<file path="src/logic/cisc_consts.vh">
// Purpose: constants for the counter input setup command block
// Assumes: levels in 2.5 mV steps (signed), gate duration in 1 ms steps
// Notes: error codes are carried as signed 16-bit values
`ifndef CISC_CONSTS_VH
`define CISC_CONSTS_VH
// command opcodes
`define CISC_OP_NOP 4'h0
`define CISC_OP_SET_LEVEL 4'h1
`define CISC_OP_SET_AUTO 4'h2
`define CISC_OP_SET_FRAC 4'h3
`define CISC_OP_SET_SLOPE 4'h4
`define CISC_OP_SET_BAND 4'h5
`define CISC_OP_SET_GATE 4'h6
`define CISC_OP_SET_RAUTO 4'h7
`define CISC_OP_SET_RANGE 4'h8
`define CISC_OP_QUERY 4'h9
`define CISC_OP_POP_ERR 4'ha
// query items
`define CISC_Q_LEVEL 4'h0
`define CISC_Q_AUTO 4'h1
`define CISC_Q_FRAC 4'h2
`define CISC_Q_SLOPE 4'h3
`define CISC_Q_BAND 4'h4
`define CISC_Q_GATE 4'h5
`define CISC_Q_RAUTO 4'h6
`define CISC_Q_AVG_COUNT 4'h7
// query qualifiers
`define CISC_QUAL_CUR 2'h0
`define CISC_QUAL_MIN 2'h1
`define CISC_QUAL_MAX 2'h2
`define CISC_QUAL_DEF 2'h3
// auto level modes
`define CISC_AUTO_OFF 2'h0
`define CISC_AUTO_ON 2'h1
`define CISC_AUTO_SINGLE_SHOT_LEVEL_FIND 2'h2
// noise band codes
`define CISC_BAND_MIN 2'h0
`define CISC_BAND_DEF 2'h1
`define CISC_BAND_MAX 2'h2
`define CISC_BAND_MIN_MV 8'h1e
`define CISC_BAND_DEF_MV 8'h3c
`define CISC_BAND_MAX_MV 8'h64
// level limits in 2.5 mV steps: +-10.2375 V = +-4095 steps
`define CISC_LEVEL_STEP_UV 2500
`define CISC_LEVEL_MAX 13'sh0fff
`define CISC_LEVEL_MIN (-13'sh0fff)
`define CISC_LEVEL_DEF 13'sh0000
// peak fraction percent
`define CISC_FRAC_MIN 7'h0a
`define CISC_FRAC_MAX 7'h5a
`define CISC_FRAC_DEF 7'h32
// gate duration in ms
`define CISC_GATE_MIN 17'h00001
`define CISC_GATE_MAX 17'h1869f
`define CISC_GATE_DEF 17'h00064
// averaging count, fixed
`define CISC_AVG_COUNT 17'h00064
// prescale threshold in Hz and divide ratio
`define CISC_PRESCALE_HZ 28'h5f5e100
`define CISC_PRESCALE_DIV 2'h2
// error code for clipped data
`define CISC_ERR_CLIPPED (-16'sd209)
`define CISC_ERR_NONE 16'sh0000
`endif

</file>
<file path="src/logic/cisc_setup.v">
// Purpose: settings and command handling for counter input conditioning and gating
// Assumes: controller sends decoded commands, one per cmd_valid pulse, values pre-scaled
//          (level as a signed micro-volt integer, gate in microseconds)
// Notes: query answers come one cycle after the command, error pop answers two cycles after; error codes are queued
// What this block does
// averaging count query answers fixed 100; nothing changes it
// separate absolute trigger level per input one and two, +-10.2375 V, 2.5 mV
// out-of-span level is clipped to the limit and posts error -209
// level is truncated to a whole 2.5 mV step before storing
// writing absolute level clears peak tracking and stores the level
// reset sets both absolute levels to zero volts
// tracked level is negative peak plus fraction percent of peak-to-peak
// peak detection and level computing happen only when a measurement starts
// single shot find derives level for exactly one following measurement
// auto state reads 1 when on, 0 when off or single shot chosen
// fraction accepts 10 to 90 percent, min/max limits, default 50
// per-input edge choice stored, reported, rising at reset
// an event counts only when signal passes both noise band limits
// three noise bands 30, 60, 100 mV; query returns the chosen name
// gate duration in 1 ms steps, 1 ms to 99.999 s, truncated, reset 100 ms
// out-of-span gate duration takes nearer limit and posts error -209
// gate duration is a minimum; gate stays open to align with periods
// gate query returns ms value, or min, max, default when asked
// with self select, divide-by-2 prescaler on input one above 100 MHz only
// manual range selection clears prescale self select
// automatic range applies only to frequency, period and ratio
// posted error codes are queued and read back in order
`timescale 1ns/100ps
`default_nettype none
`include "cisc_consts.vh"
module cisc_setup #(
    parameter ERR_DEPTH_LOG2 = 3, // error queue depth as a power of two
    parameter PEAK_W = 13 // width of peak samples in level steps
) (
    input wire clk, // instrument clock, 250 MHz
    input wire reset_n, // async reset, active low
    input wire cmd_valid, // one-cycle command strobe
    input wire [3:0] cmd_op, // command opcode
    input wire cmd_input, // 0 selects input one, 1 input two
    input wire [3:0] cmd_item, // query item
    input wire [1:0] cmd_qual, // query qualifier cur/min/max/def
    input wire [31:0] cmd_value, // signed value: level in uV, gate in us, other codes
    output reg rsp_valid, // one-cycle answer strobe
    output reg [31:0] rsp_value, // answer: level steps, percent, ms, codes
    output wire err_empty, // error queue is empty
    output wire err_overflow, // an error code was lost
    input wire meas_start, // measurement initiated, one-cycle pulse
    input wire meas_func_fpr, // function is frequency, period or ratio
    input wire signed [PEAK_W-1:0] peak_neg, // detected negative peak, input selected by meas_input
    input wire signed [PEAK_W-1:0] peak_pos, // detected positive peak
    input wire meas_input, // input being measured
    input wire [27:0] input_freq_hz, // measured frequency of input one
    output reg signed [12:0] level_one, // applied trigger level, input one
    output reg signed [12:0] level_two, // applied trigger level, input two
    output reg slope_falling_one, // input one uses falling edge
    output reg slope_falling_two, // input two uses falling edge
    output reg [7:0] band_mv_one, // noise band width, input one
    output reg [7:0] band_mv_two, // noise band width, input two
    output reg [16:0] gate_ms, // minimum gate duration in ms
    output reg prescale_on // divide-by-2 on input one engaged
);
    // stored settings, per input except range_auto
    reg signed [12:0] abs_level [0:1];
    reg [1:0] auto_mode [0:1];
    reg single_shot_level_find_armed [0:1];
    reg [6:0] frac [0:1];
    reg falling [0:1];
    reg [1:0] band [0:1];
    reg range_auto;
    reg err_push;
    wire [15:0] err_code;

    // level request: signed uV to steps, truncate toward zero, then clip
    wire signed [31:0] lvl_req = cmd_value;
    wire signed [31:0] lvl_steps = lvl_req / `CISC_LEVEL_STEP_UV;
    wire lvl_hi = lvl_steps > 32'sd4095;
    wire lvl_lo = lvl_steps < -32'sd4095;
    wire signed [12:0] lvl_clip = lvl_hi ? `CISC_LEVEL_MAX :
                                  lvl_lo ? `CISC_LEVEL_MIN : lvl_steps[12:0];

    // gate request: us to ms with truncation, then clip to span
    wire [31:0] gate_req_ms = cmd_value / 32'd1000;
    wire gate_hi = cmd_value[31] ? 1'b0 : (gate_req_ms > {15'h0000, `CISC_GATE_MAX});
    wire gate_lo = cmd_value[31] || (gate_req_ms < {15'h0000, `CISC_GATE_MIN});
    wire [16:0] gate_clip = gate_hi ? `CISC_GATE_MAX :
                            gate_lo ? `CISC_GATE_MIN : gate_req_ms[16:0];

    // fraction request clipped to 10..90 percent
    wire [6:0] frac_clip = (cmd_value > 32'd90) ? `CISC_FRAC_MAX :
                           (cmd_value < 32'd10) ? `CISC_FRAC_MIN : cmd_value[6:0];

    wire is_set = cmd_valid && (cmd_op != `CISC_OP_QUERY) && (cmd_op != `CISC_OP_POP_ERR);
    wire sel = cmd_input;

    // tracked level: neg + frac% of (pos - neg); computed only at meas start
    wire signed [PEAK_W:0] pk_span = {peak_pos[PEAK_W-1], peak_pos} - {peak_neg[PEAK_W-1], peak_neg};
    wire signed [PEAK_W+8:0] pk_prod = pk_span * $signed({1'b0, frac[meas_input]});
    wire signed [PEAK_W+8:0] pk_pct = pk_prod / 22'sd100;
    wire signed [PEAK_W+8:0] pk_lvl = pk_pct + {{9{peak_neg[PEAK_W-1]}}, peak_neg};
    wire signed [12:0] pk_lvl13 = pk_lvl[12:0];
    wire track_now = meas_start && ((auto_mode[meas_input] == `CISC_AUTO_ON) ||
                                    single_shot_level_find_armed[meas_input]);

    // settings storage
    integer i;
    always @(posedge clk or negedge reset_n) begin
        if (!reset_n) begin
            for (i = 0; i < 2; i = i + 1) begin
                abs_level[i] <= `CISC_LEVEL_DEF;
                auto_mode[i] <= `CISC_AUTO_OFF;
                single_shot_level_find_armed[i] <= 1'b0;
                frac[i] <= `CISC_FRAC_DEF;
                falling[i] <= 1'b0;
                band[i] <= `CISC_BAND_DEF;
            end
            range_auto <= 1'b0;
            gate_ms <= `CISC_GATE_DEF;
        end else begin
            // level tracking at measurement start; single shot used up here
            if (track_now) begin
                abs_level[meas_input] <= pk_lvl13;
                if (single_shot_level_find_armed[meas_input]) begin
                    single_shot_level_find_armed[meas_input] <= 1'b0;
                end
            end
            if (is_set) begin
                case (cmd_op)
                    `CISC_OP_SET_LEVEL: begin
                        abs_level[sel] <= lvl_clip;
                        auto_mode[sel] <= `CISC_AUTO_OFF;
                        single_shot_level_find_armed[sel] <= 1'b0;
                    end
                    `CISC_OP_SET_AUTO: begin
                        auto_mode[sel] <= cmd_value[1:0] == `CISC_AUTO_SINGLE_SHOT_LEVEL_FIND ? `CISC_AUTO_SINGLE_SHOT_LEVEL_FIND :
                                          (cmd_value[0] ? `CISC_AUTO_ON : `CISC_AUTO_OFF);
                        single_shot_level_find_armed[sel] <= cmd_value[1:0] == `CISC_AUTO_SINGLE_SHOT_LEVEL_FIND;
                    end
                    `CISC_OP_SET_FRAC: frac[sel] <= frac_clip;
                    `CISC_OP_SET_SLOPE: falling[sel] <= cmd_value[0];
                    `CISC_OP_SET_BAND: begin
                        band[sel] <= (cmd_value[1:0] == 2'h3) ? `CISC_BAND_DEF : cmd_value[1:0];
                    end
                    `CISC_OP_SET_GATE: gate_ms <= gate_clip;
                    `CISC_OP_SET_RAUTO: begin
                        if (!sel) begin
                            range_auto <= cmd_value[0]; // input two has no prescaler
                        end
                    end
                    `CISC_OP_SET_RANGE: range_auto <= 1'b0;
                    default: begin
                    end
                endcase
            end
        end
    end

    // error posting: clipped level or gate posts -209
    always @(posedge clk or negedge reset_n) begin
        if (!reset_n) begin
            err_push <= 1'b0;
        end else begin
            err_push <= cmd_valid && (((cmd_op == `CISC_OP_SET_LEVEL) && (lvl_hi || lvl_lo)) ||
                                      ((cmd_op == `CISC_OP_SET_GATE) && (gate_hi || gate_lo)));
        end
    end

    cisc_err_queue #(
        .DEPTH_LOG2(ERR_DEPTH_LOG2)
    ) u_err (
        .clk(clk),
        .reset_n(reset_n),
        .push(err_push),
        .push_code(`CISC_ERR_CLIPPED),
        .pop(cmd_valid && (cmd_op == `CISC_OP_POP_ERR)),
        .pop_code(err_code),
        .empty(err_empty),
        .overflow(err_overflow)
    );

    // query answers; error pop answer follows from the queue register
    reg pop_pending;
    always @(posedge clk or negedge reset_n) begin
        if (!reset_n) begin
            rsp_valid <= 1'b0;
            rsp_value <= 32'h00000000;
            pop_pending <= 1'b0;
        end else begin
            rsp_valid <= 1'b0;
            pop_pending <= cmd_valid && (cmd_op == `CISC_OP_POP_ERR);
            if (pop_pending) begin
                rsp_valid <= 1'b1;
                rsp_value <= {{16{err_code[15]}}, err_code};
            end else if (cmd_valid && (cmd_op == `CISC_OP_QUERY)) begin
                rsp_valid <= 1'b1;
                case (cmd_item)
                    `CISC_Q_LEVEL: begin
                        case (cmd_qual)
                            `CISC_QUAL_MIN: rsp_value <= {{19{1'b1}}, `CISC_LEVEL_MIN};
                            `CISC_QUAL_MAX: rsp_value <= {19'h00000, `CISC_LEVEL_MAX};
                            `CISC_QUAL_DEF: rsp_value <= 32'h00000000;
                            default: rsp_value <= {{19{abs_level[sel][12]}}, abs_level[sel]};
                        endcase
                    end
                    `CISC_Q_AUTO: rsp_value <= {31'h00000000,
                                                auto_mode[sel] == `CISC_AUTO_ON};
                    `CISC_Q_FRAC: begin
                        case (cmd_qual)
                            `CISC_QUAL_MIN: rsp_value <= {25'h0000000, `CISC_FRAC_MIN};
                            `CISC_QUAL_MAX: rsp_value <= {25'h0000000, `CISC_FRAC_MAX};
                            `CISC_QUAL_DEF: rsp_value <= {25'h0000000, `CISC_FRAC_DEF};
                            default: rsp_value <= {25'h0000000, frac[sel]};
                        endcase
                    end
                    `CISC_Q_SLOPE: rsp_value <= {31'h00000000, falling[sel]};
                    `CISC_Q_BAND: rsp_value <= {30'h00000000, band[sel]};
                    `CISC_Q_GATE: begin
                        case (cmd_qual)
                            `CISC_QUAL_MIN: rsp_value <= {15'h0000, `CISC_GATE_MIN};
                            `CISC_QUAL_MAX: rsp_value <= {15'h0000, `CISC_GATE_MAX};
                            `CISC_QUAL_DEF: rsp_value <= {15'h0000, `CISC_GATE_DEF};
                            default: rsp_value <= {15'h0000, gate_ms};
                        endcase
                    end
                    `CISC_Q_RAUTO: rsp_value <= {31'h00000000, range_auto};
                    `CISC_Q_AVG_COUNT: rsp_value <= {15'h0000, `CISC_AVG_COUNT};
                    default: rsp_value <= 32'h00000000;
                endcase
            end
        end
    end

    // band code to width; the comparator needs the swing to pass both limits
    function [7:0] band_mv;
        input [1:0] code;
        begin
            case (code)
                `CISC_BAND_MIN: band_mv = `CISC_BAND_MIN_MV;
                `CISC_BAND_MAX: band_mv = `CISC_BAND_MAX_MV;
                default: band_mv = `CISC_BAND_DEF_MV;
            endcase
        end
    endfunction

    // registered outputs to the comparators and gate timer
    always @(posedge clk or negedge reset_n) begin
        if (!reset_n) begin
            level_one <= `CISC_LEVEL_DEF;
            level_two <= `CISC_LEVEL_DEF;
            slope_falling_one <= 1'b0;
            slope_falling_two <= 1'b0;
            band_mv_one <= `CISC_BAND_DEF_MV;
            band_mv_two <= `CISC_BAND_DEF_MV;
            prescale_on <= 1'b0;
        end else begin
            level_one <= abs_level[0];
            level_two <= abs_level[1];
            slope_falling_one <= falling[0];
            slope_falling_two <= falling[1];
            band_mv_one <= band_mv(band[0]);
            band_mv_two <= band_mv(band[1]);
            // gate timer treats gate_ms as a minimum and closes on a period edge
            prescale_on <= range_auto && meas_func_fpr && (input_freq_hz > `CISC_PRESCALE_HZ);
        end
    end
endmodule // cisc_setup
`default_nettype wire

</file>
<file path="src/logic/cisc_err_queue.v">
// Purpose: first-in first-out queue of posted error codes
// Assumes: at most one push per cycle; pop on an empty queue returns no error
// Notes: a push to a full queue is dropped and the overflow flag latches
`timescale 1ns/100ps
`default_nettype none
`include "cisc_consts.vh"
module cisc_err_queue #(
    parameter DEPTH_LOG2 = 3
) (
    input wire clk, // instrument clock
    input wire reset_n, // async reset, active low
    input wire push, // post one error code
    input wire [15:0] push_code, // code being posted
    input wire pop, // take the oldest code
    output reg [15:0] pop_code, // oldest code, valid after pop
    output wire empty, // no codes waiting
    output reg overflow // a code was lost
);
    localparam DEPTH = 1 << DEPTH_LOG2;
    reg [15:0] mem [0:DEPTH-1];
    reg [DEPTH_LOG2:0] wr_ptr;
    reg [DEPTH_LOG2:0] rd_ptr;
    wire full;

    assign empty = (wr_ptr == rd_ptr);
    assign full = (wr_ptr[DEPTH_LOG2-1:0] == rd_ptr[DEPTH_LOG2-1:0]) &&
                  (wr_ptr[DEPTH_LOG2] != rd_ptr[DEPTH_LOG2]);

    // storage has no reset; only pointers define content
    always @(posedge clk) begin
        if (push && !full) begin
            mem[wr_ptr[DEPTH_LOG2-1:0]] <= push_code;
        end
    end

    // pointer and read data; errors come out in arrival order
    always @(posedge clk or negedge reset_n) begin
        if (!reset_n) begin
            wr_ptr <= {(DEPTH_LOG2+1){1'b0}};
            rd_ptr <= {(DEPTH_LOG2+1){1'b0}};
            pop_code <= 16'h0000;
            overflow <= 1'b0;
        end else begin
            if (push && !full) begin
                wr_ptr <= wr_ptr + 1'b1;
            end
            if (push && full) begin
                overflow <= 1'b1;
            end
            if (pop) begin
                if (!empty) begin
                    pop_code <= mem[rd_ptr[DEPTH_LOG2-1:0]];
                    rd_ptr <= rd_ptr + 1'b1;
                end else begin
                    pop_code <= `CISC_ERR_NONE;
                end
            end
        end
    end
endmodule // cisc_err_queue
`default_nettype wire

</file>
<file path="config.mk">
export PLATFORM = sky130hd
export DESIGN_NAME = cisc_setup
export DESIGN_NICKNAME = d
export VERILOG_FILES = /design/src/logic/cisc_setup.v /design/src/logic/cisc_err_queue.v
export VERILOG_INCLUDE_DIRS = /design/src /design/src/logic
export SDC_FILE = /design/constraint.sdc
export NUM_CORES = 1
export LEC_CHECK = 0
export ABC_AREA = 1
export BUFFER_PORTS_ARGS = -buffer_cell sky130_fd_sc_hd__buf_2
export CAP_MARGIN = 20
export CORE_MARGIN = 5
export CORE_UTILIZATION = 41
export CTS_CLUSTER_DIAMETER = 120
export DETAILED_ROUTE_END_ITERATION = 7
export GPL_ROUTABILITY_DRIVEN = 0
export PLACE_DENSITY_LB_ADDON = 0.08
export SYNTH_ARGS = -nofsm -noshare
export SYNTH_HDL_FRONTEND = slang
export SYNTH_HIERARCHICAL = 1
export SYNTH_SLANG_ARGS = --single-unit
export TNS_END_PERCENT = 1
</file>
<file path="constraint.sdc">
create_clock -name clk -period 49.9 [get_ports clk]
set_input_delay 2.495 -clock clk [delete_from_list [all_inputs] [get_ports clk]]
set_output_delay 2.495 -clock clk [all_outputs]
set_load 0.03 [all_outputs]
</file>
==> flow_summary.json <==
{
  "ys_types": 85,
  "hold_buffers": 0,
  "start_util_pct": 41.2,
  "antenna_found_initial": 17,
  "finalNetCount": 5671,
  "cp_common_cell": "nand2_1",
  "grt_usage_pct": 21.3,
  "slowest_stage": "clkinv_1",
  "io_pins": 200,
  "cts.clk_slew.worst_paths_ns": 0.07,
  "status": "complete, no violations",
  "slew_violations": 0,
  "crit_path_start_kind": "input pin",
  "synth_area_per_cell_um2": 6.69,
  "crit_path_max_incr_delay_ns": 0.70,
  "drtIter0Drc": 2193,
  "drc_errors": 0,
  "critPathMaxFanout": 27,
  "setup_viol": 0,
  "clk_latency_ns": 0.58,
  "clock_path_buffers": 3,
  "firstDrtPassIters": 6,
  "grt_max_degree": 87,
  "rsz0062_at_grt": "no",
  "cts_inserted_buffers": 31,
  "netlist_area_um2": 34400,
  "die_y_um": 300,
  "gr-usage-met1_pct": 31.2,
  "top_usage_layer": "met2",
  "cp.arrival_ns": 25.90,
  "first_global_vias": 29500,
  "clock.fmax_mhz": 39.4,
  "hold_violations": 0,
  "cts.sinks": 281,
  "wire_per_inst_um": 15.0,
  "io_buffer_count": 193,
  "dieArea_um2": 89800,
  "skew_ns": 0.0118,
  "finalCritPeriodShare_pct": 50.9,
  "tns_ns": 0,
  "row_count": 106,
  "vias": 31600,
  "post_cts_buffers": 0,
  "ys_seq_elements": 281,
  "maxCapViolCount": 0,
  "grt_util_met3_pct": 2.94,
  "grt_overflow": 0,
  "async_reset_ff_share_pct": 54.4,
  "cts-root-buf": "clkbuf_16",
  "synth_flop_cell": "dfrtp_1",
  "use_met2_pct": 34.4,
  "cp.required_ns": 50.40,
  "fin_util_pct": 45.0,
  "dp_hpwl_um": 80200,
  "totalWireLength_um": 97600,
  "layout-drive-gt1-share_pct": 16.8,
  "synth-edff-count": 128,
  "ys_seq_area_share_pct": 22.4,
  "hp-class": "flip-flop to flip-flop",
  "max_slew_margin_pct": 30.4,
  "area_growth_pct": 9.00,
  "core_um2": 83400,
  "fin_crit_ns": 25.40,
  "worst_pin_slew_ns": 1.04,
  "vias_per_cell": 4.84,
  "yosys_warnings": 6,
  "synthCells": 5142,
  "ant_nets": 0,
  "cts_tree": "built",
  "path_class": "input pin to flip-flop",
  "post_cts_resized": 0,
  "grt_pass1_wl_um": 158000,
  "endpoint_kind": "flip-flop",
  "htree_levels": 1,
  "die_x_um": 300,
  "fill_cells": 8813
}
==> final cells by class <==
type                    count  area (um^2)  area share (%)
diodes                      5         12.5          0.0334
flip-flops and latches    281         7690            20.5
inverters                 896         3480            9.27
well taps                1080         1350            3.60
clock buffers              38          832            2.22
repair buffers            213         1120            2.99
multi-input cells        3985        22800            60.7
clock inverters            20          254           0.677
==> through the flow <==
step	instance area [um^2]	instances	worst slack (ns)	hold slack, ns
2_1_floorplan	34900	5274	28.06	0.354
3_3_place_gp	36400	6455	24.49	0.361
3_5_place_dp	36400	6455	23.90	0.360
4_1_cts	37500	6513	24.47	0.382
5_1_grt	37500	6515	21.36	0.396
6_report	37500	6518	24.50	0.380
==> registers in the layout, summed over array words and instances, names as in the netlist, 13 cells and up <==
name	cells
frac	14
rsp_value	18
u_err/mem	128
level_two	13
level_one	13
abs_level	26
gate_ms	17
u_err/pop_code	16
==> worst max-delay path: cells and delay by family <==
kind / cells / cell delay [ns]
compound gates: 25 / 5.04
fa+ha+maj: 8 / 3.46
mux: 1 / 0.12
simple gates: 82 / 10.42
buf+inv: 24 / 2.34
xor+xnor: 8 / 1.94
==> synthesized netlist by cell type, types with 7 or more instances <==
cell         n  area, um^2
a21boi_0    10        75.1
buf_2       11        55.1
xnor2_1     34         298
inv_2       46         173
buf_6       11         124
o211ai_1    37         278
nor3_1      38         190
or2_2       18         113
dfstp_2     15         394
clkinv_1    12        45.0
nor2_4      31         349
clkinv_2     7        35.0
and2_1       9        56.3
nand3_1    449        2250
o21ai_1     29         145
clkbuf_1    27         101
o31ai_1     12        90.1
o22ai_1      8        50.1
inv_4       11        68.8
nand4_1     52         325
nand2_4    136        1530
nor4_1      12        75.1
inv_1      810        3040
buf_12      13         260
nand3_4     16         280
ha_1        82        1030
o21ai_0    166         831
dfrtp_1    138        3450
nand3_2     30         300
fa_1        78        1560
a31oi_1     11        68.8
o21bai_1    18         135
a21oi_4     12         195
nand3b_1    20         150
clkbuf_8     7        96.3
nor2_1     431        1620
nor2_2      40         250
edfxtp_1   128        3840
nand2_2    222        1390
nand2_1   1464        5500
xor2_1     186        1630
a22oi_1      9        67.6
a21oi_1    124         621
buf_4       32         240
==> kinds of logic (layout without fill, tap and decap cells) <==
group / after synthesis / count (layout) / synth area share (%)
simple gates: 2994 / 2994 / 42.9
compound gates: 470 / 470 / 8.35
xor+xnor: 222 / 222 / 5.69
other cells: 2 / 139 / 0.0218
flops: 281 / 281 / 22.4
fa+ha+maj: 160 / 160 / 7.52
buf+inv: 1008 / 1167 / 13.0
mux: 5 / 5 / 0.153
==> per-layer routing <==
layer / up-vias / part of all wire, %
li1: 16500 / -
met1: 14400 / 48
met2: 636 / 44
met3: 91 / 5.8
met4: 14 / 1.5
met5: - / 0.097
==> path summary, 6_finish.rpt <==
check / endpoint / slack [ns] / cells after the start / startpoint
min in group asynchronous: gate_ms[14] / 1.98 / 1 / reset_n
worst max register to register: abs_level[12] / 27.04 / 140 / frac[11]
worst min-delay path: level_one[9] / 0.38 / 0 / abs_level[22]
worst max-delay path: abs_level[12] / 24.50 / 148 / peak_neg[2]
worst min register to register: level_one[9] / 0.38 / 0 / abs_level[22]
max in group asynchronous: level_two[5] / 46.47 / 2 / reset_n
==> placed cells by master, fill, tap and decap left out, types with 12 or more instances in the layout <==
master / netlist / final
nand2_4: 136 / 136
ha_1: 82 / 82
buf_2: 11 / 192
inv_2: 46 / 46
edfxtp_1: 128 / 128
nand3b_1: 20 / 20
nor2_4: 31 / 31
clkbuf_16: 0 / 31
nor4_1: 12 / 12
o211ai_1: 37 / 37
dfstp_2: 15 / 15
nand2_2: 222 / 222
nor2_2: 40 / 48
inv_1: 810 / 810
nand4_1: 52 / 52
nor2_1: 431 / 423
conb_1: 2 / 134
fa_1: 78 / 78
nand3_4: 16 / 16
clkinv_2: 7 / 13
o21ai_0: 166 / 164
o21bai_1: 18 / 18
xnor2_1: 34 / 34
buf_4: 32 / 20
nand3_2: 30 / 30
a21oi_1: 124 / 124
nand3_1: 449 / 449
nand2_1: 1464 / 1464
clkinv_1: 12 / 15
xor2_1: 186 / 186
o21ai_1: 29 / 31
o31ai_1: 12 / 12
a21oi_4: 12 / 12
or2_2: 18 / 18
nor3_1: 38 / 38
dfrtp_1: 138 / 136
Power is left out: the tool's default activity adds up to more than one toggle a clock period on the data nets, which glitch-free logic cannot reach.
